===== src/core/sgs_consts.vh =====
// Constants for the synchronous-rectifier gate supervisor
`ifndef SGS_CONSTS_VH
`define SGS_CONSTS_VH

// ----------------------------------------------------------------
// Timebase
// ----------------------------------------------------------------
`define SGS_CLK_MHZ          200
`define SGS_TICK_CYC         (`SGS_CLK_MHZ)
`define SGS_T_STEP_NS        500
`define SGS_STEP_CYC         ((`SGS_T_STEP_NS * `SGS_CLK_MHZ) / 1000)
`define SGS_T_DEAD_CVH_NS    600
`define SGS_T_DEAD_CVL1_NS   570
`define SGS_T_DEAD_CVL2_NS   850
`define SGS_DEAD_CVH_CYC     ((`SGS_T_DEAD_CVH_NS * `SGS_CLK_MHZ) / 1000)
`define SGS_DEAD_CVL1_CYC    ((`SGS_T_DEAD_CVL1_NS * `SGS_CLK_MHZ) / 1000)
`define SGS_DEAD_CVL2_CYC    ((`SGS_T_DEAD_CVL2_NS * `SGS_CLK_MHZ) / 1000)

// ----------------------------------------------------------------
// Durations in timebase ticks of 1 us, then exit and resume counts in switching cycles
// ----------------------------------------------------------------
`define SGS_T_GAP_ENTER_US   330
`define SGS_T_GAP_EXIT_US    150
`define SGS_T_STUCK_US       20000
`define SGS_T_ENABLE_US      32000
`define SGS_T_PWRUP_US       500
`define SGS_T_MISS_CV_US     24
`define SGS_T_MISS_CC_US     50
`define SGS_T_LINE_UP_US     18000
`define SGS_T_LINE_DN_US     15
`define SGS_EXIT_CYCLES      257
`define SGS_RESUME_CYCLES    256

// ----------------------------------------------------------------
// Synchroniser input positions
// ----------------------------------------------------------------
`define SGS_IN_DRAIN         0
`define SGS_IN_PREV90_LOW    1
`define SGS_IN_BETWEEN       2
`define SGS_IN_OUT_LOW       3
`define SGS_IN_OUT_DROP      4
`define SGS_IN_OVER_7V       5
`define SGS_IN_ABOVE_ON      6
`define SGS_IN_INPUT_LOW     7
`define SGS_IN_LINE_HIGH     8
`define SGS_IN_CC_MODE       9
`define SGS_IN_LOW_STRAP     10
`define SGS_IN_GAIN_GND      11
`define SGS_IN_COUNT         12

// ----------------------------------------------------------------
// Register map
// ----------------------------------------------------------------
`define SGS_ADDR_CTRL        8'h00
`define SGS_ADDR_STATUS      8'h04
`define SGS_ADDR_ONTIME      8'h08
`define SGS_ADDR_PERIOD      8'h0c
`define SGS_ADDR_EVENT       8'h10
`define SGS_CTRL_RESET       2'h1
`define SGS_EV_PREV90        0
`define SGS_EV_STUCK         1
`define SGS_EV_DROP          2
`define SGS_EV_LINE          3
`define SGS_EV_GAP           4
`define SGS_EV_COUNT         5

`endif


===== src/core/sgs_supervisor.v =====
// Synchronous-rectifier gate supervisor with APB register slave
//
// Decided for this implementation: the register addresses and the APB slave port.
`timescale 1ns/1ps
`default_nettype none
`include "sgs_consts.vh"

module sgs_supervisor #(
    parameter [15:0] GAP_ENTER_US = `SGS_T_GAP_ENTER_US,
    parameter [15:0] GAP_EXIT_US  = `SGS_T_GAP_EXIT_US,
    parameter [15:0] STUCK_US     = `SGS_T_STUCK_US,
    parameter [15:0] ENABLE_US    = `SGS_T_ENABLE_US,
    parameter [15:0] PWRUP_US     = `SGS_T_PWRUP_US,
    parameter [15:0] LINE_UP_US   = `SGS_T_LINE_UP_US,
    parameter [15:0] LINE_DN_US   = `SGS_T_LINE_DN_US,
    parameter [7:0]  TICK_CYC     = `SGS_TICK_CYC
) (
    input  wire        clock,
    input  wire        rst,
    input  wire        psel,
    input  wire        penable,
    input  wire        pwrite,
    input  wire [7:0]  paddr,
    input  wire [31:0] pwdata,
    output reg  [31:0] prdata,
    output wire        pready,
    output wire        pslverr,
    input  wire        drain_sense,
    input  wire        drain_prev90_low,
    input  wire        drain_between,
    input  wire        output_sense_low,
    input  wire        output_sense_drop,
    input  wire        supply_over_7v,
    input  wire        supply_above_on,
    input  wire        input_sense_low,
    input  wire        line_high_cmp,
    input  wire        cc_mode,
    input  wire        low_line_gain_pin_at_supply,
    input  wire        gain_pins_grounded,
    output reg         sr_gate,
    output reg         idle_mode,
    output reg         drain_sample_clear,
    output reg         cp_double_mode,
    output reg         comp_enable,
    output reg         gain_from_high_pin
);

    // ----------------------------------------------------------------
    // Pin synchronisers
    // ----------------------------------------------------------------
    wire [`SGS_IN_COUNT-1:0] pin_raw;
    reg  [`SGS_IN_COUNT-1:0] sync1_reg;
    reg  [`SGS_IN_COUNT-1:0] sync2_reg;

    assign pin_raw = {gain_pins_grounded, low_line_gain_pin_at_supply, cc_mode, line_high_cmp,
                      input_sense_low, supply_above_on, supply_over_7v, output_sense_drop,
                      output_sense_low, drain_between, drain_prev90_low, drain_sense};

    genvar gi;
    generate
        for (gi = 0; gi < `SGS_IN_COUNT; gi = gi + 1) begin : g_sync
            always @(posedge clock or posedge rst) begin
                if (rst) begin
                    sync1_reg[gi] <= 1'b0;
                    sync2_reg[gi] <= 1'b0;
                end else begin
                    sync1_reg[gi] <= pin_raw[gi];
                    sync2_reg[gi] <= sync1_reg[gi];
                end
            end
        end
    endgenerate

    wire drain_s    = sync2_reg[`SGS_IN_DRAIN];
    wire cc_s       = sync2_reg[`SGS_IN_CC_MODE];
    wire supply_ok  = sync2_reg[`SGS_IN_ABOVE_ON];

    // ----------------------------------------------------------------
    // Timebase and edges
    // ----------------------------------------------------------------
    localparam [7:0]  TICK_LAST  = TICK_CYC - 8'h01;
    localparam [15:0] STEP_CYC   = `SGS_STEP_CYC;
    localparam [15:0] DEAD_CVH   = `SGS_DEAD_CVH_CYC;
    localparam [15:0] DEAD_CVL1  = `SGS_DEAD_CVL1_CYC;
    localparam [15:0] DEAD_CVL2  = `SGS_DEAD_CVL2_CYC;
    localparam [15:0] MISS_CV    = `SGS_T_MISS_CV_US;
    localparam [15:0] MISS_CC    = `SGS_T_MISS_CC_US;
    localparam [8:0]  EXIT_CYC   = `SGS_EXIT_CYCLES;
    localparam [8:0]  RESUME_CYC = `SGS_RESUME_CYCLES;

    localparam [2:0] ST_RUN  = 3'h1;
    localparam [2:0] ST_IDLE = 3'h2;
    localparam [2:0] ST_HOLD = 3'h4;

    reg  [7:0]  tick_cnt_reg;
    reg         tick_reg;
    reg         drain_d_reg;
    wire        drain_rise = drain_s & ~drain_d_reg;
    wire        drain_fall = ~drain_s & drain_d_reg;

    always @(posedge clock or posedge rst) begin
        if (rst) begin
            tick_cnt_reg <= 8'h00;
            tick_reg     <= 1'b0;
            drain_d_reg  <= 1'b0;
        end else begin
            tick_reg     <= (tick_cnt_reg == TICK_LAST);
            tick_cnt_reg <= (tick_cnt_reg == TICK_LAST) ? 8'h00 : tick_cnt_reg + 8'h01;
            drain_d_reg  <= drain_s;
        end
    end

    // ----------------------------------------------------------------
    // Power-up qualifiers
    // ----------------------------------------------------------------
    reg  [15:0] pwr_ticks_reg;
    reg         drain_ready_reg;
    wire        supply_good_flag      = supply_ok;
    wire        delayed_enable_flag   = supply_ok && (pwr_ticks_reg >= ENABLE_US);
    wire        drain_sense_ready     = drain_ready_reg;
    wire        output_short_flag     = sync2_reg[`SGS_IN_OUT_LOW];
    wire        supply_overvoltage_flag = sync2_reg[`SGS_IN_OVER_7V];

    always @(posedge clock or posedge rst) begin
        if (rst) begin
            pwr_ticks_reg   <= 16'h0000;
            drain_ready_reg <= 1'b0;
        end else if (!supply_ok) begin
            pwr_ticks_reg   <= 16'h0000;
            drain_ready_reg <= 1'b0;
        end else begin
            if (tick_reg && pwr_ticks_reg < ENABLE_US) begin
                pwr_ticks_reg <= pwr_ticks_reg + 16'h0001;
            end
            if (drain_s && pwr_ticks_reg >= PWRUP_US) begin
                drain_ready_reg <= 1'b1;
            end
        end
    end

    // ----------------------------------------------------------------
    // Line condition debounce
    // ----------------------------------------------------------------
    reg  [15:0] line_ticks_reg;
    reg         line_high_reg;
    reg         line_change_reg;
    wire        line_raw = sync2_reg[`SGS_IN_LINE_HIGH];
    wire [15:0] line_need = line_high_reg ? LINE_DN_US : LINE_UP_US;

    always @(posedge clock or posedge rst) begin
        if (rst) begin
            line_ticks_reg  <= 16'h0000;
            line_high_reg   <= 1'b0;
            line_change_reg <= 1'b0;
        end else begin
            line_change_reg <= 1'b0;
            if (line_raw == line_high_reg) begin
                line_ticks_reg <= 16'h0000;
            end else if (line_ticks_reg >= line_need) begin
                line_high_reg   <= line_raw;
                line_change_reg <= 1'b1;
                line_ticks_reg  <= 16'h0000;
            end else if (tick_reg) begin
                line_ticks_reg <= line_ticks_reg + 16'h0001;
            end
        end
    end

    // ----------------------------------------------------------------
    // Burst gap, missing period and idle mode
    // ----------------------------------------------------------------
    reg  [15:0] gap_ticks_reg;
    reg  [15:0] stuck_ticks_reg;
    reg  [8:0]  cyc_cnt_reg;
    reg  [2:0]  state_reg;
    reg  [2:0]  state_next;
    reg  [8:0]  cyc_next;
    wire        missing_period = gap_ticks_reg >= (cc_s ? MISS_CC : MISS_CV);
    wire        ev_prev90 = drain_rise & sync2_reg[`SGS_IN_PREV90_LOW];
    wire        ev_drop   = drain_rise & sync2_reg[`SGS_IN_OUT_DROP];
    wire        ev_stuck  = stuck_ticks_reg >= STUCK_US;
    wire        ev_gap    = (state_reg == ST_RUN) && (gap_ticks_reg > GAP_ENTER_US);
    wire        forced    = (state_reg == ST_RUN) && (ev_prev90 | ev_drop | ev_stuck);

    always @* begin
        state_next = state_reg;
        cyc_next   = cyc_cnt_reg;
        case (state_reg)
            ST_RUN: begin
                cyc_next = 9'h000;
                if (forced) begin
                    state_next = ST_HOLD;
                end else if (ev_gap) begin
                    state_next = ST_IDLE;
                end
            end
            ST_IDLE: begin
                if (drain_rise) begin
                    cyc_next = missing_period ? 9'h001 : cyc_cnt_reg + 9'h001;
                    if (gap_ticks_reg < GAP_EXIT_US || cyc_next >= EXIT_CYC) begin
                        state_next = ST_RUN;
                    end
                end
            end
            ST_HOLD: begin
                if (drain_rise) begin
                    cyc_next = cyc_cnt_reg + 9'h001;
                    if (cyc_next >= RESUME_CYC) begin
                        state_next = ST_RUN;
                    end
                end
            end
            default: begin
                state_next = ST_RUN;
            end
        endcase
    end

    always @(posedge clock or posedge rst) begin
        if (rst) begin
            gap_ticks_reg      <= 16'h0000;
            stuck_ticks_reg    <= 16'h0000;
            cyc_cnt_reg        <= 9'h000;
            state_reg          <= ST_RUN;
            drain_sample_clear <= 1'b0;
        end else begin
            state_reg          <= state_next;
            cyc_cnt_reg        <= cyc_next;
            drain_sample_clear <= (state_reg == ST_RUN) && ev_stuck;
            if (drain_rise) begin
                gap_ticks_reg <= 16'h0000;
            end else if (tick_reg && gap_ticks_reg != 16'hffff) begin
                gap_ticks_reg <= gap_ticks_reg + 16'h0001;
            end
            // Timer must restart after firing so a stuck level cannot retrigger at once
            if (!sync2_reg[`SGS_IN_BETWEEN] || ev_stuck) begin
                stuck_ticks_reg <= 16'h0000;
            end else if (tick_reg) begin
                stuck_ticks_reg <= stuck_ticks_reg + 16'h0001;
            end
        end
    end

    wire in_idle = (state_reg != ST_RUN);

    // ----------------------------------------------------------------
    // Control register
    // ----------------------------------------------------------------
    reg  [1:0]  ctrl_reg;
    wire        sw_enable   = ctrl_reg[0];
    wire        dead_lo_alt = ctrl_reg[1];

    // ----------------------------------------------------------------
    // Gate drive
    // ----------------------------------------------------------------
    wire gate_allow = ~in_idle & ~output_short_flag & ~supply_overvoltage_flag & ~missing_period
                      & supply_good_flag & delayed_enable_flag & drain_sense_ready & sw_enable;

    reg  [15:0] period_cnt_reg;
    reg  [15:0] last_period_reg;
    reg  [15:0] on_cnt_reg;
    reg  [15:0] limit_reg;
    reg         armed_reg;
    reg         allow_d_reg;
    wire [15:0] dead_cyc = (!line_high_reg && !cc_s) ? (dead_lo_alt ? DEAD_CVL2 : DEAD_CVL1) : DEAD_CVH;
    wire        pred_ok  = last_period_reg > dead_cyc;
    wire [15:0] pred_off = last_period_reg - dead_cyc;
    wire        stop_lim = (on_cnt_reg + 16'h0001) >= limit_reg;
    wire        stop_dead = pred_ok && (period_cnt_reg >= pred_off);
    wire        gate_stop = sr_gate && (stop_lim || stop_dead || drain_rise);
    wire        gate_start = drain_fall && armed_reg && !stop_dead;
    wire        restart = (gate_allow && !allow_d_reg) || line_change_reg;

    always @(posedge clock or posedge rst) begin
        if (rst) begin
            period_cnt_reg  <= 16'h0000;
            last_period_reg <= 16'h0000;
            on_cnt_reg      <= 16'h0000;
            limit_reg       <= STEP_CYC;
            armed_reg       <= 1'b0;
            allow_d_reg     <= 1'b0;
            sr_gate         <= 1'b0;
        end else begin
            allow_d_reg <= gate_allow;
            if (drain_rise) begin
                period_cnt_reg  <= 16'h0000;
                last_period_reg <= period_cnt_reg;
            end else if (period_cnt_reg != 16'hffff) begin
                period_cnt_reg <= period_cnt_reg + 16'h0001;
            end
            if (drain_rise) begin
                armed_reg <= 1'b1;
            end else if (gate_start) begin
                armed_reg <= 1'b0;
            end
            if (!gate_allow) begin
                sr_gate    <= 1'b0;
                on_cnt_reg <= 16'h0000;
            end else if (gate_stop) begin
                sr_gate    <= 1'b0;
                on_cnt_reg <= 16'h0000;
            end else if (gate_start) begin
                sr_gate    <= 1'b1;
                on_cnt_reg <= 16'h0000;
            end else if (sr_gate) begin
                on_cnt_reg <= on_cnt_reg + 16'h0001;
            end
            if (restart) begin
                limit_reg <= STEP_CYC;
            end else if (gate_stop) begin
                limit_reg <= on_cnt_reg + 16'h0001 + STEP_CYC;
            end
        end
    end

    // ----------------------------------------------------------------
    // Charge pump and cable compensation selection
    // ----------------------------------------------------------------
    always @(posedge clock or posedge rst) begin
        if (rst) begin
            cp_double_mode     <= 1'b0;
            comp_enable        <= 1'b0;
            gain_from_high_pin <= 1'b0;
            idle_mode          <= 1'b1;
        end else begin
            idle_mode          <= in_idle;
            cp_double_mode     <= sync2_reg[`SGS_IN_INPUT_LOW] & ~(in_idle & ~cc_s);
            comp_enable        <= ~sync2_reg[`SGS_IN_GAIN_GND];
            // Strapped low-line pin means the high-line pin sets both gains
            gain_from_high_pin <= line_high_reg | sync2_reg[`SGS_IN_LOW_STRAP];
        end
    end

    // ----------------------------------------------------------------
    // APB slave
    // ----------------------------------------------------------------
    reg  [`SGS_EV_COUNT-1:0] event_reg;
    wire [`SGS_EV_COUNT-1:0] event_set = {ev_gap, line_change_reg, forced & ev_drop,
                                          forced & ev_stuck, forced & ev_prev90};
    wire        wr_en = psel && penable && pwrite;
    wire        mapped = (paddr == `SGS_ADDR_CTRL) || (paddr == `SGS_ADDR_STATUS) ||
                         (paddr == `SGS_ADDR_ONTIME) || (paddr == `SGS_ADDR_PERIOD) ||
                         (paddr == `SGS_ADDR_EVENT);
    wire [31:0] status_word = {18'h00000, cc_s, gain_from_high_pin, comp_enable, cp_double_mode,
                               drain_sense_ready, delayed_enable_flag, supply_good_flag,
                               missing_period, supply_overvoltage_flag, output_short_flag,
                               sr_gate, line_high_reg, state_reg == ST_HOLD, in_idle};
    reg  [31:0] rd_word;

    assign pready  = 1'b1;
    assign pslverr = psel && penable && !mapped;

    always @* begin
        if (paddr == `SGS_ADDR_CTRL) begin
            rd_word = {30'h00000000, ctrl_reg};
        end else if (paddr == `SGS_ADDR_STATUS) begin
            rd_word = status_word;
        end else if (paddr == `SGS_ADDR_ONTIME) begin
            rd_word = {16'h0000, limit_reg};
        end else if (paddr == `SGS_ADDR_PERIOD) begin
            rd_word = {16'h0000, last_period_reg};
        end else if (paddr == `SGS_ADDR_EVENT) begin
            rd_word = {27'h0000000, event_reg};
        end else begin
            rd_word = 32'h00000000;
        end
    end

    always @(posedge clock or posedge rst) begin
        if (rst) begin
            ctrl_reg  <= `SGS_CTRL_RESET;
            event_reg <= {`SGS_EV_COUNT{1'b0}};
            prdata    <= 32'h00000000;
        end else begin
            if (psel && !penable) begin
                prdata <= rd_word;
            end
            if (wr_en && paddr == `SGS_ADDR_CTRL) begin
                ctrl_reg <= pwdata[1:0];
            end
            // Set wins over a clear in the same cycle
            if (wr_en && paddr == `SGS_ADDR_EVENT) begin
                event_reg <= (event_reg & ~pwdata[`SGS_EV_COUNT-1:0]) | event_set;
            end else begin
                event_reg <= event_reg | event_set;
            end
        end
    end

endmodule
`default_nettype wire


===== config.mk =====
export PLATFORM = sky130hd
export DESIGN_NAME = sgs_supervisor
export DESIGN_NICKNAME = d
export VERILOG_FILES = /design/src/core/sgs_supervisor.v
export VERILOG_INCLUDE_DIRS = /design/src /design/src/core
export SDC_FILE = /design/constraint.sdc
export NUM_CORES = 1
export LEC_CHECK = 0
export BUFFER_PORTS_ARGS = -buffer_cell sky130_fd_sc_hd__buf_2
export CORE_UTILIZATION = 60
export CTS_CLUSTER_DIAMETER = 50
export DETAILED_ROUTE_END_ITERATION = 7
export PLACE_DENSITY = 0.84
export SYNTH_ARGS = -nofsm -noshare
export SYNTH_HDL_FRONTEND = slang
export SYNTH_SLANG_ARGS = --single-unit

===== constraint.sdc =====
create_clock -name clock -period 19.3 [get_ports clock]
set_input_delay 3.86 -clock clock [delete_from_list [all_inputs] [get_ports clock]]
set_output_delay 3.86 -clock clock [all_outputs]
set_load 0.01 [all_outputs]

==> Word level (Yosys, flattened, before mapping) <==
Index checks and enable logic that the tools add are counted.
{ "word_totals": {"register_bits": 224, "latchBits": 0, "ram_bits": 0, "rom_bits": 0, "input_bits": 57, "output_inout_bits": 40, "wordCells": 222, "n_memories": 0} }
{ "classes": {"addsub": 10, "multipliers": 0, "div": 0, "n_lt_le_gt_ge": 13, "n_eq_ne": 21, "shifts": 0, "n_mux": 48, "bitwise_logic": 33, "n_reduce_logical": 46} }
{ "op_table": {"columns": ["cell", "n"], "rows": [
  ["$mux 16", 21],
  ["$add 16x1->16 const B", 6],
  ["$ge 16x15->1 const B", 2],
  ["$ge 16x16->1", 2],
  ["$ne 16x16->1 const B", 2],
  ["$mux 9", 3],
  ["$pmux 9 s3", 1],
  ["$mux 8", 3],
  ["$logic_and 1x1->1", 19],
  ["$ge 9x9->1 const B", 2],
  ["$mux 3", 6],
  ["$add 16x7->16 const B", 1],
  ["$and 1x1->1", 16],
  ["$eq 8x4->1 const B", 2],
  ["$ge 16x15->1", 1],
  ["$ge 16x6->1", 1],
  ["$ge 16x9->1 const B", 1],
  ["$gt 16x8->1", 1],
  ["$gt 16x9->1 const B", 1],
  ["$lt 16x15->1 const B", 1],
  ["$lt 16x8->1 const B", 1],
  ["$sub 16x8->16", 1],
  ["$mux 15", 1],
  ["$mux 5", 2],
  ["other kinds (30)", 74]
]} }

==> Logic depth before layout (Yosys ltp) <==
Gate-level depths: netlist of the first run.
{ "depth": {"depth_word": 12, "ltp_mapped": 20} }

==> Worst setup path after synthesis of the first run <==
OpenSTA, ideal clock, no wires.
{ "synth_timing": {"path_kind": "input port to output port", "startpoint": "in paddr[7]", "endpoint": "out pslverr", "t_arrival_ns": 5.011, "required_ns": 15.440, "setup_slack_ns": 10.429, "stages": 3, "n_path_buf": 0, "cell_sequence": "or4_1 > nor3_1 > nor3_1"} }
{ "synth_between": {"elab_chain_cells": 7, "elab_cells_between_ends": 11, "classes_between": "eq/ne (4); reduce/logical (7)"} }
{ "synth_rtl": {"columns": ["element", "line", "rtl"], "rows": [
  ["start, declared", "sgs_supervisor.v:23", "input wire [7:0] paddr,"],
  ["$eq 8x3->1 (no source line) or $logic_not 8->1 (tied branches)", null, null],
  ["$logic_or 1x1->1 (3 in a row)", "sgs_supervisor.v:341", "wire mapped = (paddr == `SGS_ADDR_CTRL) || (paddr == `SGS_ADDR_STATUS) ||"],
  ["$logic_or 1x1->1 *", "sgs_supervisor.v:341", null],
  ["$logic_not 1->1 *", "sgs_supervisor.v:351", "assign pslverr = psel && penable && !mapped;"],
  ["$logic_and 1x1->1 *", "sgs_supervisor.v:351", null],
  ["end, declared", "sgs_supervisor.v:27", "output wire pslverr,"]
]} }
Every way passes the cells marked *; elsewhere a longest branch is shown, timed or not.

==> Final worst setup path of the first run <==
Same ends and word-level chain as after synthesis.

==> summary.txt, run 1 <==
Post-DP Area - 0.01198 mm^2
Fin area - 0.01295 mm^2
Final ANT Viol Nets - 0
PortBufs - 52
Multi-input logic area - 0.005901 mm^2
Placer Congestion - 0.8669
Drt pass-1 iters - 5
Top_reg_cell synth - dfrtp_1
Slew @ Worst Pin - 1.189 ns
CTS H-tree lvls - 1
Worst Clk Skew - 0.02097 ns
Share of cells above drive strength 1 - 0.1181
Outcome - complete, no violations
Crit path launch type - input pin
Register area - 0.005213 mm^2
Yosys cell types - 78
Die height - 141.0 um
Sum of negative setup slack - 0 ns
Cts hold-fix bufs - 0
#FFs+latches synth - 208
Largest fanout on the critical path - 7
Post-CTS setup buffers - 0
Vias per inst - 5.977
Final Hold Violating Endpoints - 0
Crit share post-route - 0.4878
Sequential area share after synthesis - 0.4494
Hold Path Class - flip-flop to flip-flop
Fillers - 1399
Fin nets - 1367
RR Startpoint - line_high_reg$_DFFE_PP0P_
Pins Over Slew Limit - 0
VDD IR-drop max - 0.08340 mV
Congestion Overflow GR - 0
Worst hold slack - 0.3458 ns
Power Density - 84.86 mW/mm^2
Avg Cell Area, Syn - 9.570 um^2
Worst skew pair latency - 0.54 ns
Largest net degree at the start of global routing - 143
Worst reg-to-reg setup slack - 13.94 ns
Chip width - 141.0 um
Critical Path Source - paddr[7]
CTS Root Cell - clkbuf_16
Die area - 0.01989 mm^2
CTS resizes - 0
# rows - 50
Slew margin rel. - 0.2071
Lkg Pwr - 5.973 nW
Synthesized instance count - 1212
Core Area - 0.01883 mm^2
Ys Warns - 0
Clock Pin Slew Worst Setup and Hold Paths - 0.06 ns
Final wirelength - 26.42 mm
DR WL/cell - 17.27 um
Vias in the first global route - 8932
GRT Total Usage - 0.2738
Max-Cap Viols - 0
RR Endpoint - limit_reg[3]$_DFFE_PP0P_
Tmin final - 9.415 ns
Total power draw - 0.001099 W
Synthesized area - 0.01160 mm^2
Top post-synthesis cells by count - 202 x dfrtp_1, 122 x nand2_1, 104 x nor2_1
Area delta synth->final - 11.64%
RSZ-0062 raised after global routing - no
Ys async rst share - 1.000
Yosys top cell area share - 0.4358
Number of synthesized flops with an enable pin - 0
I/O pin total - 97
First-pass GRT wire length - 43.63 mm
Critical Path RT - 15.44 ns
Clock sink count - 208
Via count - 9145
Antenna violations before repair - 0
Crit path to - pslverr
Synth area leader - dfrtp_1
Worst EP arrival - 5.55 ns
Most frequent cell after synthesis - dfrtp_1
CP Class - input pin to output port
Reg2Reg Depth - 16
Max Fclk - 106.2 MHz
Top post-synthesis cells by area - dfrtp_1 44%, ha_1 6.4%, xnor2_1 4.5%
TritonCTS Buffers - 25
Initial DRC count - 673
Nature of the critical path endpoint - output port
Antenna fix cells - 0
Initial Util - 0.6159
CTS tree - done
Residual DRC - 0
Post-DP HPWL - 17.75 mm
Setup-failing EPs final - 0
Max Buffers Root-to-Sink - 3
## power breakdown
group | switching, W | total (W) | internal (W)
clock | 0.000189 | 0.000539 | 0.000350
sequential | 0.0000168 | 0.000470 | 0.000453
combinational | 0.0000590 | 0.0000900 | 0.0000310
## through the flow
stage	instances	util	setup slack [ns]
after floorplan	1228	-	9.769
after global placement	1484	0.6364	9.962
after detailed placement	1484	0.6364	9.929
after CTS	1530	0.6876	9.920
after global routing	1530	0.6876	9.838
final	1530	0.6876	9.885
## routing by layer
metal,wire length (um),up-vias,share of wire,global-route usage
li1,-,4313,-,-
met1,11250,4432,0.43,0.3569
met2,12440,346,0.47,0.4572
met3,2033,54,0.077,0.05673
met4,697,0,0.026,0.09039
met5,0,-,0,0
## cells by family (layout without fill, tap and decap cells)
logic type      count (synthesis)  in the layout  synth area share
mux                            20             20           0.01845
compound gates                236            236            0.1421
xor+xnor                      104            104           0.07853
flops                         208            208            0.4494
buf+inv                       126            168           0.04833
other cells                     2             18         0.0006475
simple gates                  455            455            0.1972
fa+ha+maj                      61             61           0.06537
## critical path, stage by stage
cell and delay (ns):
buf_2 0.10, or4_1 0.55, nor3_1 0.78, nor3_1 0.10
buf_2 0.18
## cell type report
cell class | count | area share
inverters | 66 | 0.01971
repair buffers | 56 | 0.02242
multi-input cells | 894 | 0.4557
well taps | 260 | 0.02512
flip-flops and latches | 208 | 0.4026
clock buffers | 33 | 0.05372
clock inverters | 13 | 0.02077
## worst min-delay path by stage
| stage | startpoint | to | slack [ns] | depth (start not counted) |
|---|---|---|---|---|
| after floorplan | sync1_reg[9]$_DFF_PP0_ | cc_s$_DFF_PP0_ | 0.33 | 0 |
| after global placement | sync1_reg[2]$_DFF_PP0_ | sync2_reg[2]$_DFF_PP0_ | 0.33 | 0 |
| after detailed placement | sync1_reg[5]$_DFF_PP0_ | supply_overvoltage_flag$_DFF_PP0_ | 0.34 | 0 |
| after CTS | sync1_reg[5]$_DFF_PP0_ | supply_overvoltage_flag$_DFF_PP0_ | 0.35 | 0 |
| after global routing | sync1_reg[2]$_DFF_PP0_ | sync2_reg[2]$_DFF_PP0_ | 0.35 | 0 |
| final | sync1_reg[5]$_DFF_PP0_ | supply_overvoltage_flag$_DFF_PP0_ | 0.35 | 0 |
## cells in the final DEF, fill, tap and decap left out, drive strengths merged, types with 6 or more instances in the layout
master / count
dfrtp: 202
nand2: 122
nor2: 104
inv: 70
o21ai: 62
xnor2: 60
ha: 59
buf: 56
nand3: 48
a21oi: 47
xor2: 44
clkbuf: 33
nand4: 30
nor3: 28
and3: 20
or3: 19
a22o: 19
conb: 18
a21o: 16
nor2b: 15
and2: 14
a22oi: 12
o31ai: 12
nor4: 12
nand2b: 11
mux2: 11
a211oi: 10
mux2i: 9
o2bb2ai: 8
and4: 8
bufinv: 7
nor3b: 7
a31oi: 6
dfstp: 6
No activity file was read; power rests on OpenSTA's default activity.
==> inputs of run 2 (changes only) <==
==> constraint.sdc (replaced) <==
create_clock -name clock -period 9.4 [get_ports clock]
set_input_delay 1.88 -clock clock [delete_from_list [all_inputs] [get_ports clock]]
set_output_delay 1.88 -clock clock [all_outputs]
set_load 0.01 [all_outputs]
==> run 2 against run 1 <==
Global-route usage is 0.63 points lower. Die area unchanged. Critical path type is now flip-flop to flip-flop. Sequential power rose by 110%. Critical endpoint is now limit_reg[15]$_DFFE_PP0P_. Flip-flop and latch count did not move. Register-to-register slack got worse by 10 ns. Clock power up 74%. Largest power group is now sequential cells. Final cell count decreased by 0.26%. Total power grew 90%.
==> summary.txt, run 2 (synthesis gave the netlist of run 1 again) <==
Outcome - complete, no violations
Final Hold Violating Endpoints - 0 (unchanged)
Placer Congestion - 0.8892 (+2.6%)
Commonest cells after routing, fill and taps aside - 202 x dfrtp_1, 122 x nand2_1, 104 x nor2_1, 64 x inv_1, 62 x o21ai_0
TritonCTS Buffers - 24 (-4.0%)
Area delta synth->final - 10.14%
Hold Path Class - flip-flop to flip-flop
Critical Path RT - 9.85 ns (-5.59 ns)
PortBufs - 52 (unchanged)
Share of cells above drive strength 1 - 0.1161 (-0.001996)
DR WL/cell - 16.72 um (-3.2%)
Most common cell after layout, fill and taps aside - dfrtp_1
Max-Cap Viols - 0 (unchanged)
Vias per inst - 5.920 (-0.95%)
Drt pass-1 iters - 7 (+2)
Worst Clk Skew - 0.01762 ns (-0.003355 ns)
Slowest cell on the critical path - a211oi_2
CP Class - flip-flop to flip-flop
VDD IR-drop max - 0.1718 mV (+110%)
Largest fanout on the critical path - 16 (+9)
Residual DRC - 0 (unchanged)
Sum of negative setup slack - 0 ns (unchanged)
Max Buffers Root-to-Sink - 3 (unchanged)
Worst hold slack - 0.3512 ns (+0.005425 ns)
CTS resizes - 0 (unchanged)
Antenna violations before repair - 0 (unchanged)
Slew @ Worst Pin - 1.272 ns (+0.08311 ns)
Slew margin rel. - 0.1501 (-0.05696)
CTS H-tree lvls - 1 (unchanged)
Tmin final - 5.610 ns
Setup-failing EPs final - 0 (unchanged)
Final ANT Viol Nets - 0 (unchanged)
Die area - 0.01989 mm^2 (unchanged)
Crit path cell chain - nor3_1 -> ha_1 -> a21oi_1 -> o21ai_0 -> a22oi_1 -> o21ai_0 -> a2111oi_0 -> xnor2_1 -> ha_1 -> nand4_1 -> a211oi_1 -> a41oi_1 -> or3_4 -> a211oi_2 -> a22o_2
Nature of the critical path endpoint - flip-flop
Final worst setup slack - 3.790 ns (-6.095 ns)
Die height - 141.0 um (unchanged)
Chip width - 141.0 um (unchanged)
# rows - 50 (unchanged)
Initial Util - 0.6159 (unchanged)
First-pass GRT wire length - 43.10 mm (-1.2%)
Crit share post-route - 0.5968
Final wirelength - 25.51 mm (-3.4%)
Vias in the first global route - 8920 (-0.13%)
Clock Pin Slew Worst Setup and Hold Paths - 0.06 ns (about the same)
Power Density - 163.3 mW/mm^2 (+92%)
Post-CTS setup buffers - 0 (unchanged)
Crit path largest cell delay - 1.03 ns (+0.25 ns)
Via count - 9034 (-1.2%)
Core Area - 0.01883 mm^2 (unchanged)
Total power draw - 0.002086 W (+90%)
Initial DRC count - 720 (+7.0%)
Antenna fix cells - 0 (unchanged)
Lkg Pwr - 5.899 nW (-1.2%)
CTS Root Cell - clkbuf_16
Crit path launch type - flip-flop
Max Fclk - 178.3 MHz
Cts hold-fix bufs - 0 (unchanged)
Worst EP arrival - 6.06 ns (+0.51 ns)
Worst skew pair latency - 0.53 ns (about the same)
Fin nets - 1365 (-0.15%)
GRT Total Usage - 0.2675 (-0.006264)
RSZ-0062 raised after global routing - no
Largest net degree at the start of global routing - 147 (+2.8%)
Dpl ws - 3.958 ns (-5.971 ns)
Clock sink count - 208 (unchanged)
Congestion Overflow GR - 0 (unchanged)
Post-DP HPWL - 17.75 mm (about the same)
I/O pin total - 97 (unchanged)
Pins Over Slew Limit - 0 (unchanged)
CTS tree - done
run 2: cell count changes in the layout (fill, tap and decap cells not counted), moves of 2 or more:
cell | previous run | this run
clkinv_4 | 0 | 2
inv_6 | 3 | 1
clkbuf_8 | 4 | 1
clkinv_2 | 1 | 8
bufinv_16 | 7 | 3
run 2: final cells by class:
cell class	instances	area [um^2]
flip-flops and latches	208	5213
multi-input cells	894	5901
clock buffers	28	625.6
well taps	260	325.3
clock inverters	15	172.7
repair buffers	55	282.8
fillers	1430	6056
inverters	66	255.2
run 2: through the flow:
| step | instances | utilization | instance area, um^2 |
|---|---|---|---|
| after floorplan | 1228 | - | 11660 |
| after global placement | 1483 | 0.6360 | 11980 |
| after detailed placement | 1483 | 0.6360 | 11980 |
| after CTS | 1526 | 0.6784 | 12770 |
| after global routing | 1526 | 0.6784 | 12770 |
| final | 1526 | 0.6784 | 12770 |
run 2: critical path, delay by kind of cell (launching register included):
family,cells,cell delay (ns)
xor gates and xnor gates,1,0.15
adders and majority gates,2,0.69
DFF,1,0.80
AOI/OAI and AO/OA,9,3.12
and+or+nand+nor,3,0.75
run 2: final timing paths:
path                                           start  cells after the start                               to  slack, ns
hold / removal                sync1_reg[2]$_DFF_PP0_                      0           sync2_reg[2]$_DFF_PP0_       0.35
hold reg to reg               sync1_reg[2]$_DFF_PP0_                      0           sync2_reg[2]$_DFF_PP0_       0.35
setup / recovery           line_high_reg$_DFFE_PP0P_                     15        limit_reg[15]$_DFFE_PP0P_       3.79
setup reg to reg           line_high_reg$_DFFE_PP0P_                     15        limit_reg[15]$_DFFE_PP0P_       3.79
min in group asynchronous                        rst                      2     pwr_ticks_reg[4]$_DFFE_PP0P_       1.58
max in group asynchronous                        rst                      3  last_period_reg[12]$_DFFE_PP0P_       6.43
run 2: metal layers:
| metal | GRT usage | routed length (um) |
|---|---|---|
| met1 | 0.3674 | 11380 |
| met2 | 0.4349 | 11930 |
| met3 | 0.04280 | 1513 |
| met4 | 0.08867 | 689 |
| met5 | 0 | 0 |
run 2: power by group:
part / switching [W] / total, W / internal (W)
registers: 0.0000346 / 0.000964 / 0.000930
clock network: 0.000377 / 0.000939 / 0.000562
logic: 0.000119 / 0.000183 / 0.0000636
==> inputs of run 3 (changes only) <==
==> constraint.sdc (replaced) <==
create_clock -name clock -period 5.7 [get_ports clock]
set_input_delay 1.14 -clock clock [delete_from_list [all_inputs] [get_ports clock]]
set_output_delay 1.14 -clock clock [all_outputs]
set_load 0.01 [all_outputs]
==> run 3 against run 2 <==
Via count rose by 2.7%. First-iteration DRC count up 2.6%. Sequential share of layout area shrank 0.49 points. Maximum frequency increased by 15%. Worst setup slack worse by 3.0 ns. Non-clock buffer count increased by 6. Core utilization increased by 0.83 points. Flip-flop and latch count unchanged. Combinational power rose by 70%. Routed wire length rose by 3.9%. Register-to-register slack got worse by 3.0 ns. Die area did not move. Highest routed layer unchanged.
==> summary.txt, run 3 (synthesis gave the netlist of run 1 again) <==
Outcome - complete, no violations
Via count - 9281 (+2.7%)
Clock network power share - 0.469 (+0.019)
GRT Total Usage - 0.2738 (+0.006217)
Vias per inst - 6.034 (+1.9%)
CTS tree - done
Final Hold Violating Endpoints - 0 (unchanged)
First-pass GRT wire length - 43.83 mm (+1.7%)
Sw frac - 0.2678 (+0.01340)
Cts hold-fix bufs - 0 (unchanged)
Post-CTS setup buffers - 0 (unchanged)
Most common cell after layout, fill and taps aside - dfrtp_1
Initial DRC count - 739 (+2.6%)
Clock sink count - 208 (unchanged)
Worst reg-to-reg setup slack - 0.81 ns (-2.98 ns)
RR Startpoint - cc_s$_DFF_PP0_
Power Density - 276.5 mW/mm^2 (+69%)
Crit path launch type - flip-flop
Vias in the first global route - 8966 (+0.52%)
CTS resizes - 0 (unchanged)
RR Endpoint - limit_reg[10]$_DFFE_PP0P_
Antenna violations before repair - 1 (+1)
Crit path largest cell delay - 0.60 ns (-0.43 ns)
Crit path buffers/inverters - 0 (unchanged)
RSZ-0062 raised after global routing - no
Die height - 141.0 um (unchanged)
Fin nets - 1374 (+0.66%)
Die area - 0.01989 mm^2 (unchanged)
Core Area - 0.01883 mm^2 (unchanged)
Tmin final - 4.890 ns (-0.7192 ns)
Worst EP arrival - 5.36 ns (-0.70 ns)
TritonCTS Buffers - 27 (+13%)
Post-DP HPWL - 18.21 mm (+2.6%)
Fillers - 1397 (-2.3%)
Net Switching - 0.0009575 W (+80%)
Max-Cap Viols - 0 (unchanged)
Critical Path Source - cc_s$_DFF_PP0_
Logic gate share of total power - 0.087 (about the same)
Residual DRC - 0 (unchanged)
VDD IR-drop max - 0.3252 mV (+89%)
Crit share post-route - 0.8580 (+0.2612)
Placer Congestion - 0.8880 (-0.13%)
I/O pin total - 97 (unchanged)
Power Internal - 0.002618 W (+68%)
Initial Util - 0.6159 (unchanged)
DR WL/cell - 17.23 um (+3.1%)
Max Buffers Root-to-Sink - 3 (unchanged)
Nature of the critical path endpoint - flip-flop
Final wirelength - 26.50 mm (+3.9%)
Congestion Overflow GR - 0 (unchanged)
# rows - 50 (unchanged)
CP Class - flip-flop to flip-flop
Worst Clk Skew - 0.03025 ns (+0.01263 ns)
Critical Path RT - 6.17 ns (-3.68 ns)
Family with the most delay on the worst path - compound AO/OA/AOI/OAI gates
Drt pass-1 iters - 6 (-1)
Crit path cell chain - nor3_1 -> ha_1 -> a21oi_1 -> o21ai_0 -> a22oi_1 -> o21ai_0 -> a2111oi_0 -> xnor2_1 -> ha_1 -> nand4_1 -> nor3_1 -> a2111o_1 -> a41oi_1 -> nor4_2 -> nor3_4 -> a22o_2
Lkg Pwr - 5.963 nW (+1.1%)
Max Fclk - 204.5 MHz (+15%)
Slowest cell on the critical path - nor3_4
Commonest cells after routing, fill and taps aside - 202 x dfrtp_1, 122 x nand2_1, 104 x nor2_1, 64 x inv_1, 62 x o21ai_0
Hold Path Class - flip-flop to flip-flop
Sequential power share - 0.443 (-0.019)
Final ANT Viol Nets - 0 (unchanged)
Worst skew pair latency - 0.55 ns (+0.02 ns)
Slew @ Worst Pin - 1.082 ns (-0.1904 ns)
CTS Root Cell - clkbuf_16
Clock Pin Slew Worst Setup and Hold Paths - 0.06 ns (about the same)
Pins Over Slew Limit - 0 (unchanged)
Setup-failing EPs final - 0 (unchanged)
Chip width - 141.0 um (unchanged)
Share of cells above drive strength 1 - 0.1245 (+0.008397)
Slew margin rel. - 0.2731 (+0.1229)
Critical Path Stages - 16 (+1)
Worst hold slack - 0.3466 ns (-0.004630 ns)
Area delta synth->final - 11.49%
Largest fanout on the critical path - 16 (unchanged)
Crit path to - limit_reg[10]$_DFFE_PP0P_
Sum of negative setup slack - 0 ns (unchanged)
CTS H-tree lvls - 1 (unchanged)
PortBufs - 52 (unchanged)
Total power draw - 0.003576 W (+71%)
Largest net degree at the start of global routing - 156 (+6.1%)
Reg2Reg Depth - 16 (+1)
run 3: cell types whose count changed in the layout (fill, tap and decap cells not counted), moves of 2 or more:
cell,before,now
buf_4,3,8
inv_6,1,4
bufinv_16,3,1
clkbuf_16,24,27
clkinv_2,8,2
clkbuf_8,1,3
clkinvlp_4,0,4
run 3: area by class of cell:
type	instances	area, um^2	area share
clock buffer	32	724.4	0.05602
tap	260	325.3	0.02516
antenna	1	2.502	0.0001935
multi-input combinational	894	5901	0.4563
timing repair buffer	61	340.3	0.02632
clock inverter	16	173.9	0.01345
sequential	208	5213	0.4031
inverter	66	251.5	0.01945
run 3: power by group through the flow:
stage | logic (W) | clock network [W] | registers, W
floorplan | 0.000226 | 0 | 0.00160
global placement | 0.000297 | 0 | 0.00161
detailed placement | 0.000308 | 0 | 0.00161
CTS | 0.000313 | 0.00170 | 0.00158
global route | 0.000351 | 0.00176 | 0.00159
finish | 0.000311 | 0.00168 | 0.00159
run 3: routing by layer:
metal,up-vias,global-route usage,share of wire,routed length [um]
met3,68,0.04144,0.069,1835
li1,4338,-,-,-
met2,362,0.4554,0.48,12660
met4,0,0.09497,0.027,707
met5,-,0,0,0
met1,4513,0.3671,0.43,11290
run 3: worst min path at each step:
stage                                      start  cells after the start                          end  slack (ns)
after detailed placement  sync1_reg[6]$_DFF_PP0_                      0   supply_good_flag$_DFF_PP0_        0.33
after global routing      sync1_reg[3]$_DFF_PP0_                      0  output_short_flag$_DFF_PP0_        0.35
final                     sync1_reg[3]$_DFF_PP0_                      0  output_short_flag$_DFF_PP0_        0.35
after global placement    sync1_reg[3]$_DFF_PP0_                      0  output_short_flag$_DFF_PP0_        0.33
after floorplan           sync1_reg[9]$_DFF_PP0_                      0               cc_s$_DFF_PP0_        0.33
after CTS                 sync1_reg[3]$_DFF_PP0_                      0  output_short_flag$_DFF_PP0_        0.34
run 3: stage by stage:
stage,setup WS (ns),area (um^2),utilization,instances
finish,0.8096,12930,0.6867,1538
CTS,0.8595,12930,0.6866,1537
floorplan,1.379,11660,-,1228
global placement,1.073,12030,0.6389,1489
detailed placement,0.9739,12030,0.6389,1489
global route,0.4424,12930,0.6867,1538
